==> src/core/scp_regs.svh <==
// constants of the single-pin configuration interface
`ifndef SCP_REGS_SVH
`define SCP_REGS_SVH

// timing, derived from the 10 MHz system clock
`define SCP_CLK_KHZ 10000
`define SCP_BIT_NOM_KHZ 70
`define SCP_STROBE_CYC ((`SCP_CLK_KHZ / `SCP_BIT_NOM_KHZ) / 2)
`define SCP_TIMEOUT_US 16
`define SCP_TIMEOUT_CYC ((`SCP_TIMEOUT_US * `SCP_CLK_KHZ) / 1000)

// entry commands, first bit sent in the msb
`define SCP_ENTRY_LAST 3'h5
`define SCP_ENTER_PROG 6'h0c
`define SCP_ENTER_READBACK 6'h3b

// frames: 3 address bits then 8 payload bits, first bit in bit 0
`define SCP_FRAME_LAST 4'ha
`define SCP_WORD_COUNT 3'h6
`define SCP_JUMP_ADDR 3'h7
`define SCP_JUMP_STORE 8'h0f
`define SCP_JUMP_LOCK 8'haa
`define SCP_JUMP_EXIT 8'h00

// working and stored word defaults, word 5 in the top byte
`define SCP_WORDS_RST 48'h0000_0003_5fdc

// prescaler code to feedback divider
`define SCP_PRESC_5 2'h0
`define SCP_PRESC_3 2'h1
`define SCP_PRESC_4 2'h2
`define SCP_PRESC_2 2'h3
`define SCP_FB_DIV12 6'h0c
`define SCP_FB_DIV20 6'h14
`define SCP_FB_DIV16 6'h10
`define SCP_FB_DIV32 6'h20

// readback: 59 bits shifted on edges 2 to 60, edge 61 leaves
`define SCP_RB_BITS 6'h3b
`define SCP_RB_EXIT_CNT 6'h3c

`endif

==> src/core/scp_pkg.sv <==
// shared types of the single-pin configuration interface
`default_nettype none
package scp_pkg;
  typedef enum logic [2:0] {
    st_normal,
    st_program,
    st_store,
    st_store_lock,
    st_readback
  } scp_state_e;
  typedef logic [7:0] scp_word_t;
endpackage : scp_pkg
`default_nettype wire

==> src/core/scp_single_pin_config.sv <==
// single-pin configuration interface: modes, word ram, storage, readback
// Operation
// - a short high phase, about a fifth of the bit, decodes as zero.
// - a long high phase, about four fifths of the bit, decodes as one.
// - a strobe counted from each rising pin edge samples the registered pin level.
// - every rising pin edge yields at most one captured bit.
// - idle gaps between bits of writes and jumps corrupt nothing.
// - bits repeat at 60 to 80 kHz, nominally 70 kHz.
// - 00 1100 enters programming mode, 11 1011 enters readback mode.
// - entry pulses longer than 16 us abandon the entry sequence.
// - addresses 000, 100 and 010 write words zero, one and two.
// - addresses 110, 001 and 101 write words three, four and five.
// - after the last frame bit the word is latched and applied at once.
// - word writes touch working ram only, never the stored copy.
// - jump 111 1111 0000 enters storage without locking.
// - jump 111 0101 0101 enters storage and sets the lock.
// - jump 111 0000 0000 returns from storage to normal operation.
// - any other 111 pattern exits to normal mode.
// - entering storage while unlocked copies all six words from ram to storage.
// - outside normal mode the enable pin cannot power down.
// - the pin is input only; readback appears on the output pair.
// - prescaler 3 gives feedback 20, prescaler 4 gives feedback 16.
// - once locked, storage is never rewritten.
// - in readback, pin edges shift 59 stored bits onto the output pair.
// - the 61st readback edge returns the pair to normal clock output.
`timescale 1ns/1ns
`default_nettype none
`include "scp_regs.svh"
module scp_single_pin_config #(
  parameter int STROBE_CYC = `SCP_STROBE_CYC,
  parameter int TIMEOUT_CYC = `SCP_TIMEOUT_CYC,
  // arbitrary value
  parameter logic [2:0] REVISION_ID = 3'h1,
  parameter logic [5:0] VCO_CAL = 6'h00
)(
  input wire logic clk,
  input wire logic reset,
  input wire logic serial_config_pin,
  input wire logic chip_enable,
  input wire logic synth_clk,
  output logic [5:0][7:0] config_word_n,
  output logic [5:0] feedback_div,
  output logic power_down,
  output logic prog_mode,
  output logic nvm_busy,
  output logic readback_mode,
  output logic nvm_locked,
  output logic [1:0] clock_output_pair
);
  localparam int CNT_W = $clog2(TIMEOUT_CYC + STROBE_CYC + 1);

  scp_pkg::scp_state_e state;
  scp_pkg::scp_state_e next_state;
  logic rise;
  logic strobe;
  logic bit_value;
  logic long_pulse;
  logic [2:0] entry_cnt;
  logic [4:0] entry_sr;
  logic [5:0] next_entry;
  logic entry_done;
  logic [3:0] frame_cnt;
  logic [10:0] frame_sr;
  logic [10:0] next_frame;
  logic in_frame;
  logic frame_done;
  logic [2:0] frame_addr;
  scp_pkg::scp_word_t frame_payload;
  logic word_write;
  logic store_entry;
  logic [5:0][7:0] nvm;
  logic nvm_written;
  logic [5:0] rb_edges;
  logic [58:0] rb_shift;
  logic rb_head;
  logic rb_bit;

  scp_bit_sampler #(
    .STROBE_CYC(STROBE_CYC),
    .TIMEOUT_CYC(TIMEOUT_CYC),
    .CNT_W(CNT_W)
  ) u_sampler (
    .clk(clk),
    .reset(reset),
    .pin(serial_config_pin),
    .rise(rise),
    .delayed_config_strobe(strobe),
    .bit_value(bit_value),
    .long_pulse(long_pulse)
  );

  assign next_entry = {entry_sr, bit_value};
  assign entry_done = strobe && state == scp_pkg::st_normal
                      && entry_cnt == `SCP_ENTRY_LAST;
  assign in_frame = state == scp_pkg::st_program
                    || state == scp_pkg::st_store
                    || state == scp_pkg::st_store_lock;
  assign next_frame = {bit_value, frame_sr[10:1]};
  assign frame_done = strobe && in_frame && frame_cnt == `SCP_FRAME_LAST;
  assign frame_addr = next_frame[2:0];
  assign frame_payload = next_frame[10:3];
  assign word_write = frame_done && state == scp_pkg::st_program
                      && frame_addr < `SCP_WORD_COUNT;
  assign store_entry = state == scp_pkg::st_program
                       && (next_state == scp_pkg::st_store
                       || next_state == scp_pkg::st_store_lock);
  assign rb_head = rb_shift[58];

  always_comb
  begin
    next_state = state;
    unique case (state)
      scp_pkg::st_normal:
        if (entry_done && next_entry == `SCP_ENTER_PROG)
          next_state = scp_pkg::st_program;
        else if (entry_done && next_entry == `SCP_ENTER_READBACK)
          next_state = scp_pkg::st_readback;
      scp_pkg::st_program:
        if (frame_done && frame_addr == `SCP_JUMP_ADDR)
        begin
          if (frame_payload == `SCP_JUMP_STORE)
            next_state = scp_pkg::st_store;
          else if (frame_payload == `SCP_JUMP_LOCK)
            next_state = scp_pkg::st_store_lock;
          else
            next_state = scp_pkg::st_normal;
        end
      scp_pkg::st_store, scp_pkg::st_store_lock:
        // the exit jump and every other jump both leave storage
        if (frame_done && frame_addr == `SCP_JUMP_ADDR)
          next_state = scp_pkg::st_normal;
      scp_pkg::st_readback:
        if (rise && rb_edges == `SCP_RB_EXIT_CNT)
          next_state = scp_pkg::st_normal;
    endcase
  end

  always_ff @(posedge clk)
  begin
    if (reset)
    begin
      state <= scp_pkg::st_normal;
      prog_mode <= 1'b0;
      nvm_busy <= 1'b0;
      readback_mode <= 1'b0;
    end
    else
    begin
      state <= next_state;
      prog_mode <= next_state == scp_pkg::st_program;
      nvm_busy <= next_state == scp_pkg::st_store
                  || next_state == scp_pkg::st_store_lock;
      readback_mode <= next_state == scp_pkg::st_readback;
    end
  end

  // entry commands are only hunted for in normal mode
  always_ff @(posedge clk)
  begin
    if (reset || state != scp_pkg::st_normal)
    begin
      entry_cnt <= 3'h0;
      entry_sr <= 5'h00;
    end
    else if (strobe)
    begin
      entry_sr <= next_entry[4:0];
      entry_cnt <= entry_done ? 3'h0 : entry_cnt + 3'h1;
    end
    else if (long_pulse)
      entry_cnt <= 3'h0;
  end

  // no time-out here: a frame waits as long as the host likes
  always_ff @(posedge clk)
  begin
    if (reset || !in_frame)
    begin
      frame_cnt <= 4'h0;
      frame_sr <= 11'h000;
    end
    else if (strobe)
    begin
      frame_sr <= next_frame;
      frame_cnt <= frame_done ? 4'h0 : frame_cnt + 4'h1;
    end
  end

  // working ram drives the synthesizer directly, so writes preview at once
  always_ff @(posedge clk)
  begin
    if (reset)
      config_word_n <= `SCP_WORDS_RST;
    else if (word_write)
      config_word_n[frame_addr] <= frame_payload;
  end

  always_ff @(posedge clk)
  begin
    if (reset)
    begin
      nvm <= `SCP_WORDS_RST;
      nvm_written <= 1'b0;
      nvm_locked <= 1'b0;
    end
    else if (store_entry && !nvm_locked)
    begin
      nvm <= config_word_n;
      nvm_written <= 1'b1;
      if (next_state == scp_pkg::st_store_lock)
        nvm_locked <= 1'b1;
    end
  end

  always_ff @(posedge clk)
  begin
    if (reset)
      feedback_div <= `SCP_FB_DIV16;
    else
      unique case (config_word_n[0][2:1])
        `SCP_PRESC_5: feedback_div <= `SCP_FB_DIV12;
        `SCP_PRESC_3: feedback_div <= `SCP_FB_DIV20;
        `SCP_PRESC_4: feedback_div <= `SCP_FB_DIV16;
        `SCP_PRESC_2: feedback_div <= `SCP_FB_DIV32;
      endcase
  end

  always_ff @(posedge clk)
  begin
    if (reset)
      power_down <= 1'b0;
    else
      power_down <= state == scp_pkg::st_normal && !chip_enable;
  end

  // edge 1 loads the stored image, edges 2 to 60 shift it out
  always_ff @(posedge clk)
  begin
    if (reset || state != scp_pkg::st_readback)
    begin
      rb_edges <= 6'h00;
      rb_shift <= '0;
      rb_bit <= 1'b0;
    end
    else if (rise)
    begin
      rb_edges <= rb_edges + 6'h01;
      if (rb_edges == 6'h00)
        rb_shift <= {REVISION_ID, VCO_CAL, nvm_written, nvm_locked, nvm};
      else if (rb_edges <= `SCP_RB_BITS)
      begin
        rb_bit <= rb_head;
        rb_shift <= {rb_shift[57:0], 1'b0};
      end
    end
  end

  // the pin has no output path; readback uses the clock pair only
  always_ff @(posedge clk)
  begin
    if (reset)
      clock_output_pair <= 2'h1;
    else if (state == scp_pkg::st_readback)
      clock_output_pair <= {rb_bit, ~rb_bit};
    else
      clock_output_pair <= {synth_clk, ~synth_clk};
  end
endmodule : scp_single_pin_config
`default_nettype wire

==> src/core/scp_bit_sampler.sv <==
// bit recovery on the configuration pin: delayed strobe and pulse time-out
`timescale 1ns/1ns
`default_nettype none
module scp_bit_sampler #(
  parameter int STROBE_CYC = 71,
  parameter int TIMEOUT_CYC = 160,
  parameter int CNT_W = 8
)(
  input wire logic clk,
  input wire logic reset,
  input wire logic pin,
  output logic rise,
  output logic delayed_config_strobe,
  output logic bit_value,
  output logic long_pulse
);
  logic pin_q;
  logic busy;
  logic [CNT_W-1:0] dly_cnt;
  logic [CNT_W-1:0] run_cnt;
  logic edge_now;
  logic change_now;

  assign edge_now = pin & ~pin_q;
  assign change_now = pin ^ pin_q;

  always_ff @(posedge clk)
  begin
    if (reset)
    begin
      pin_q <= 1'b0;
      rise <= 1'b0;
    end
    else
    begin
      pin_q <= pin;
      rise <= edge_now;
    end
  end

  // a new rising edge restarts the delay, so each edge yields at most one strobe
  always_ff @(posedge clk)
  begin
    if (reset)
    begin
      busy <= 1'b0;
      dly_cnt <= '0;
      delayed_config_strobe <= 1'b0;
      bit_value <= 1'b0;
    end
    else
    begin
      delayed_config_strobe <= 1'b0;
      if (edge_now)
      begin
        busy <= 1'b1;
        dly_cnt <= CNT_W'(1);
      end
      else if (busy && dly_cnt == CNT_W'(STROBE_CYC))
      begin
        busy <= 1'b0;
        delayed_config_strobe <= 1'b1;
        bit_value <= pin_q;
      end
      else if (busy)
        dly_cnt <= dly_cnt + CNT_W'(1);
    end
  end

  // saturating length of the current high or low pulse
  always_ff @(posedge clk)
  begin
    if (reset)
    begin
      run_cnt <= '0;
      long_pulse <= 1'b0;
    end
    else
    begin
      if (change_now)
        run_cnt <= '0;
      else if (run_cnt != CNT_W'(TIMEOUT_CYC))
        run_cnt <= run_cnt + CNT_W'(1);
      long_pulse <= !change_now && run_cnt == CNT_W'(TIMEOUT_CYC);
    end
  end
endmodule : scp_bit_sampler
`default_nettype wire

==> config.mk <==
export PLATFORM = sky130hd
export DESIGN_NAME = scp_single_pin_config
export DESIGN_NICKNAME = d
export VERILOG_FILES = /design/src/core/scp_pkg.sv /design/src/core/scp_single_pin_config.sv /design/src/core/scp_bit_sampler.sv
export VERILOG_INCLUDE_DIRS = /design/src /design/src/core
export SDC_FILE = /design/constraint.sdc
export NUM_CORES = 1
export LEC_CHECK = 0
export BUFFER_PORTS_ARGS = -buffer_cell sky130_fd_sc_hd__buf_2
export CELL_PAD_IN_SITES_DETAIL_PLACEMENT = 1
export CELL_PAD_IN_SITES_GLOBAL_PLACEMENT = 1
export CORE_MARGIN = 8
export CORE_UTILIZATION = 46
export DETAILED_ROUTE_END_ITERATION = 6
export PLACE_DENSITY = 0.79
export SLEW_MARGIN = 20
export SYNTH_ARGS = -nofsm -noshare
export SYNTH_HDL_FRONTEND = slang
export SYNTH_SLANG_ARGS = --single-unit
==> constraint.sdc <==
create_clock -name clk -period 2.4 [get_ports clk]
set_input_delay 0.48 -clock clk [delete_from_list [all_inputs] [get_ports clk]]
set_output_delay 0.48 -clock clk [all_outputs]
set_load 0.05 [all_outputs]
==> results of run 1 <==
## through the flow
step / setup slack [ns] / power, uW / instances
floorplan: 0.508 / 3890 / 1005
global placement: 0.288 / 3930 / 1278
detailed placement: 0.158 / 3930 / 1278
CTS: 0.147 / 7600 / 1320
global route: 0.0262 / 7770 / 1320
finish: 0.210 / 7520 / 1320
## cell type report
cell class	instances	share of cell area
flip-flops and latches	221	0.430
clock inverters	3	0.00389
repair buffers	90	0.0567
multi-input cells	685	0.398
inverters	17	0.00620
clock buffers	39	0.0727
well taps	265	0.0322
## power groups by stage
stage	Combinational [uW]	Clock (uW)	Sequential [uW]
finish	159	3670	3690
detailed placement	160	0	3770
floorplan	112	0	3780
global placement	156	0	3770
global route	180	3910	3690
CTS	160	3750	3690
## sequential cells by signal (all words and copies together) (netlist names), 2 cells and up
name and cells:
entry_sr 5, frame_sr 10, rb_edges 6, u_sampler.run_cnt 8, frame_cnt 4, entry_cnt 3, config_word_n 48, u_sampler.dly_cnt 8
nvm 48, clock_output_pair 2, state 3, feedback_div 4, rb_shift 59
## cells in the final DEF, fill, tap and decap left out, types with 3 or more instances in the layout
| master | instances |
|---|---|
| o21ai_1 | 4 |
| nand2b_1 | 3 |
| buf_12 | 5 |
| nand3_1 | 52 |
| nor4_1 | 4 |
| mux2i_1 | 63 |
| dfxtp_1 | 221 |
| nor2_1 | 143 |
| xnor2_1 | 5 |
| inv_1 | 16 |
| or4_1 | 4 |
| nor3_1 | 5 |
| xor2_1 | 12 |
| o21ai_0 | 44 |
| buf_2 | 62 |
| nand4_1 | 8 |
| nand2_1 | 127 |
| a21oi_1 | 59 |
| nor2b_1 | 9 |
| nor4_4 | 3 |
| clkbuf_8 | 7 |
| a211o_1 | 14 |
| o211ai_1 | 4 |
| and4bb_2 | 4 |
| clkbuf_1 | 7 |
| clkbuf_16 | 25 |
| a311oi_1 | 49 |
| and3_1 | 18 |
| buf_4 | 23 |
| ha_1 | 13 |
## layer usage
metal	vias to the layer above	GRT usage	routed length, um
met2	151	0.339	11800
li1	3550	-	-
met4	0	0.0672	576
met1	3608	0.259	10900
met3	47	0.0338	1070
met5	-	0	0
## path summary, 6_finish.rpt
path	from	end	slack, ns	cells after the start
max	frame_cnt[1]	readback_mode	0.21	5
min	chip_enable	power_down	0.13	2
max reg2reg	frame_cnt[1]	readback_mode	0.21	5
min reg2reg	rb_shift[57]	rb_shift[57]	0.45	2
## cell families after synthesis
| group | count (synthesis) | synth area share |
|---|---|---|
| simple gates | 409 | 0.218 |
| flops | 221 | 0.497 |
| compound gates | 181 | 0.133 |
| buf+inv | 99 | 0.0455 |
| mux | 63 | 0.0708 |
| xor+xnor | 17 | 0.0167 |
| fa+ha+maj | 13 | 0.0183 |
| other cells | 1 | 0.000421 |
## worst reg2reg max path, stage by stage, from the launching register on
cell,delay (ns)
dfxtp_1,0.41
ha_1,0.25
and3b_1,0.26
and3_2,0.47
mux2i_1,0.44
nor4b_1,0.27
## timing repair
item / in CTS / in global routing
endpoints found under the setup margin: 0 / 3
gates resized for setup: 0 / 1
endpoints found under the hold margin: 0 / 0
==> out/metrics.yaml, run 1 <==
combPwrFrac: 0.021
seqCellArea_mm2: 0.00442
final_util: 0.536
crit_path_start_kind: "flip-flop"
ys.flop_type: "dfxtp_1"
endpoint_kind: "flip-flop"
hold_buffers: 0
internal_power_uw: 5940
io_pins: 66
avgSynthCellArea_um2: 8.87
status: "finished clean"
gp_congestion: 0.852
grtUsageTotal: 0.202
dieHeight_um: 155
synth.most_common_cell: "dfxtp_1"
clock_power_share: 0.488
grt_pass1_vias: 7456
cts_tree: "done"
start_util: 0.463
htreeDepth: 1
die-area_mm2: 0.0241
syn-cell-area_mm2: 0.00890
grt_pass1_wl_mm: 40.0
fmax_ghz: 0.457
antenna_found_initial: 1
worstPathRequired_ns: 2.81
whs_ns: 0.128
clkLatencyLatePin_ns: 0.51
core_area_mm2: 0.0192
max_stage_delay_ns: 0.47
slew_viol_final: 0
drt_first_pass_iters: 4
rsz0062_at_grt: "no"
final_cell_area_mm2: 0.0103
port_buffers: 63
post_cts_buffers: 0
max_cap_viol_count: 0
p_sw_frac: 0.210
ys_ff_latch: 221
drc: 0
syn_inst: 1004
dp_hpwl_mm: 16.3
cpMaxStageDelayCell: "and3_2"
wl_per_cell_um: 18.4
setup-violations-final: 0
clockRootBuffer: "clkbuf_16"
wl_mm: 24.3
synth_async_sr_flop_share: 0
cts_made_buffers: 24
gr-total-overflow: 0
drt_iter0_drc: 521
num_rows: 51
grt_max_degree: 101
synth_cell_types: 51
synth_edf_count: 0
via_per_inst: 5.57
ys_seq_area_frac: 0.497
clockBufferDepth: 3
critical_path.cell_chain: "ha_1 > and3b_1 > and3_2 > mux2i_1 > nor4b_1"
finClkSkew_ns: 0.0110
synthTopCellsByCount: "221 x dfxtp_1, 143 x nor2_1, 129 x nand2_1, 63 x mux2i_1, 59 x a21oi_1"
die_w_um: 155
final_nets: 1057
vdd_ir_drop_max_mv: 0.447
hp-class: "primary input to flip-flop"
netlist.area_leader.share: 0.497
slew_headroom: 0.512
tns_ns: 0
path_buf_inv: 0
place_area_mm2: 0.00950
power_density_mw_per_mm2: 731
p_leak_uw: 0.00386
ys_warn_count: 0
synth_top_cell_by_area: "dfxtp_1"
synthToLayoutAreaGrowth_pct: 15.6
p_sw_uw: 1580
drt.antenna.violating_nets: 0
path_delay_family: "simple AND/OR/NAND/NOR gates"
tightest_slew_ns: 0.725
period_minus_slack_ns: 2.19
critPathMaxFanout: 22
crit_type: "flip-flop to flip-flop"
arrival_ns: 2.60
diodes: 0
seqPwrFrac: 0.491
drive_gt1_frac: 0.137
clk_pin_slew_ns: 0.06
clock_sinks: 221
hold_viol: 0
fillers: 2223
synth_area_leaders: "dfxtp_1 50%, mux2i_1 7.1%, nor2_1 6.0%"
period_share: 0.912
multi_input_area_mm2: 0.00410
via_count: 7356
Power figures use the tool's default switching activity.
==> run 2: changes to the inputs <==
--- a/config.mk
+++ b/config.mk
@@ -6,11 +6,13 @@
 export SDC_FILE = /design/constraint.sdc
 export NUM_CORES = 1
 export LEC_CHECK = 0
+export ABC_CLOCK_PERIOD_IN_PS = 2400
 export BUFFER_PORTS_ARGS = -buffer_cell sky130_fd_sc_hd__buf_2
 export CELL_PAD_IN_SITES_DETAIL_PLACEMENT = 1
 export CELL_PAD_IN_SITES_GLOBAL_PLACEMENT = 1
 export CORE_MARGIN = 8
 export CORE_UTILIZATION = 46
+export CTS_CLUSTER_SIZE = 40
 export DETAILED_ROUTE_END_ITERATION = 6
 export PLACE_DENSITY = 0.79
 export SLEW_MARGIN = 20
==> constraint.sdc (replaced) <==
create_clock -name clk -period 2.4 [get_ports clk]
set_input_delay 0.6 -clock clk [delete_from_list [all_inputs] [get_ports clk]]
set_output_delay 0.6 -clock clk [all_outputs]
set_load 0.05 [all_outputs]
==> run 2 against run 1 <==
Against the previous run:
- clock skew grew 0.0033 ns
- flip-flop and latch count unchanged
- die area is the same
- critical path depth up 1
- combinational power about the same
- core utilization about the same
- power is 0.28% lower
- largest cell class unchanged
==> out/metrics.yaml, run 2 (same netlist as run 1, synthesis figures left out) <==
p_sw_frac: 0.207  # -0.00237
fmax_ghz: 0.449  # -1.7%
seqPwrFrac: 0.492  # about the same
reg_top3: "rb_shift: 59 flops, config_word_n: 48 flops, nvm: 48 flops"
crit_path_start_kind: "flip-flop"
hold_buffers: 0  # unchanged
internal_power_uw: 5940  # about the same
drc: 0  # unchanged
largest_reg_flops: 59  # unchanged
htreeDepth: 1  # unchanged
p_total_uw: 7500  # -0.28%
gp_congestion: 0.843  # -1.0%
tightest_slew_ns: 0.734  # +0.00904 ns
num_rows: 51  # unchanged
whs_ns: 0.251  # +0.122 ns
period_minus_slack_ns: 2.23  # +0.0386 ns
rsz0062_at_grt: "no"
p_leak_uw: 0.00386  # about the same
clockRootBuffer: "clkbuf_16"
drt_iter0_drc: 415  # -20%
cts_tree: "done"
via_count: 7389  # +0.45%
diodes: 0  # unchanged
drt_first_pass_iters: 4  # unchanged
crit_type: "flip-flop to flip-flop"
setup-violations-final: 0  # unchanged
io_pins: 66  # unchanged
period_share: 0.928  # +0.0161
place_inst: 1279  # +0.078%
via_per_inst: 5.59  # +0.37%
cts_made_buffers: 24  # unchanged
grt_pass1_wl_mm: 39.9  # about the same
finClkSkew_ns: 0.0144  # +0.00332 ns
mostFrequentLayoutCells: "221 x dfxtp_1, 143 x nor2_1, 128 x nand2_1"
core_area_mm2: 0.0192  # unchanged
status: "finished clean"
combPwrFrac: 0.021  # about the same
power_density_mw_per_mm2: 729  # -0.20%
dieHeight_um: 155  # unchanged
hp-class: "primary input to flip-flop"
max_cap_viol_count: 0  # unchanged
endpoint_kind: "flip-flop"
mostFrequentLayoutCell: "dfxtp_1"
hold_viol: 0  # unchanged
arrival_ns: 2.62  # +0.02 ns
slew_headroom: 0.511  # -0.000918
critPathMaxFanout: 22  # unchanged
tns_ns: 0  # unchanged
worst_slack_ns: 0.172  # -0.0386 ns
antenna_found_initial: 0  # -1
drive_gt1_frac: 0.137  # about the same
worstPathRequired_ns: 2.79  # -0.02 ns
start_util: 0.463  # unchanged
cts_resized: 0  # unchanged
grt_max_degree: 102  # +0.99%
grt_pass1_vias: 7451  # -0.067%
finalNonFillerCells: 1321  # +0.076%
final_nets: 1058  # +0.095%
wl_mm: 24.3  # about the same
p_sw_uw: 1550  # -1.4%
clock_power_share: 0.487  # about the same
synthToLayoutAreaGrowth_pct: 15.5  # about the same
post_cts_buffers: 0  # unchanged
grtUsageTotal: 0.201  # -0.000984
top_register: "rb_shift"
clock_sinks: 221  # unchanged
dp_hpwl_mm: 16.1  # -1.1%
die-area_mm2: 0.0241  # unchanged
preCtsSetupSlack_ns: 0.196  # +0.0378 ns
drt.antenna.violating_nets: 0  # unchanged
vdd_ir_drop_max_mv: 0.588  # +32%
die_w_um: 155  # unchanged
gr-total-overflow: 0  # unchanged
clockBufferDepth: 3  # unchanged
slew_viol_final: 0  # unchanged
port_buffers: 63  # unchanged
clkLatencyLatePin_ns: 0.51  # about the same
wl_per_cell_um: 18.4  # -0.17%
clk_pin_slew_ns: 0.06  # about the same
==> run 2: changes by cell type in the layout (fill, tap and decap cells not counted) <==
cell     change
buf_4        +2
nand2_1      +1
nand2_2      -1
buf_12       -1
==> run 2: area by class of cell <==
class / count / area, um^2
clock buffer: 39 / 748
clock inverter: 3 / 40.0
fill: 2203 / 8930
inverter: 17 / 63.8
multi-input combinational: 685 / 4090
sequential: 221 / 4420
tap: 265 / 332
timing repair buffer: 91 / 578
==> run 2: routing by layer <==
layer / vias to the layer above / global-route usage / wire length (um)
met3: 31 / 0.0266 / 898
met5: - / 0 / 0
met1: 3651 / 0.261 / 11200
met4: 0 / 0.0439 / 438
met2: 136 / 0.348 / 11700
li1: 3571 / - / -
==> run 2: final timing paths <==
path,start,endpoint,slack (ns),depth (start not counted)
hold reg to reg,rb_shift[57],rb_shift[57],0.46,2
hold / removal,chip_enable,power_down,0.25,2
setup / recovery,frame_cnt[0],nvm[3],0.17,6
setup reg to reg,frame_cnt[0],nvm[3],0.17,6
==> run 2: worst max-delay path, stage by stage, from the launching register on <==
cell and delay [ns]:
dfxtp_1 0.35, inv_1 0.08, ha_1 0.19, and3b_1 0.26
and3_2 0.47, nand2_1 0.38, a211o_1 0.39
==> run 2: metrics by stage <==
| step | util | cell area [um^2] |
|---|---|---|
| final | 0.535 | 10300 |
| after global routing | 0.535 | 10300 |
| after CTS | 0.535 | 10300 |
| after detailed placement | 0.494 | 9490 |
| after global placement | 0.494 | 9490 |
| after floorplan | - | 8900 |
==> run 2: power groups by stage <==
stage	combinational (uW)	sequential (uW)	clock (uW)
detailed placement	159	3770	0
floorplan	112	3780	0
finish	159	3690	3650
global placement	156	3770	0
CTS	160	3690	3720
global route	178	3690	3860
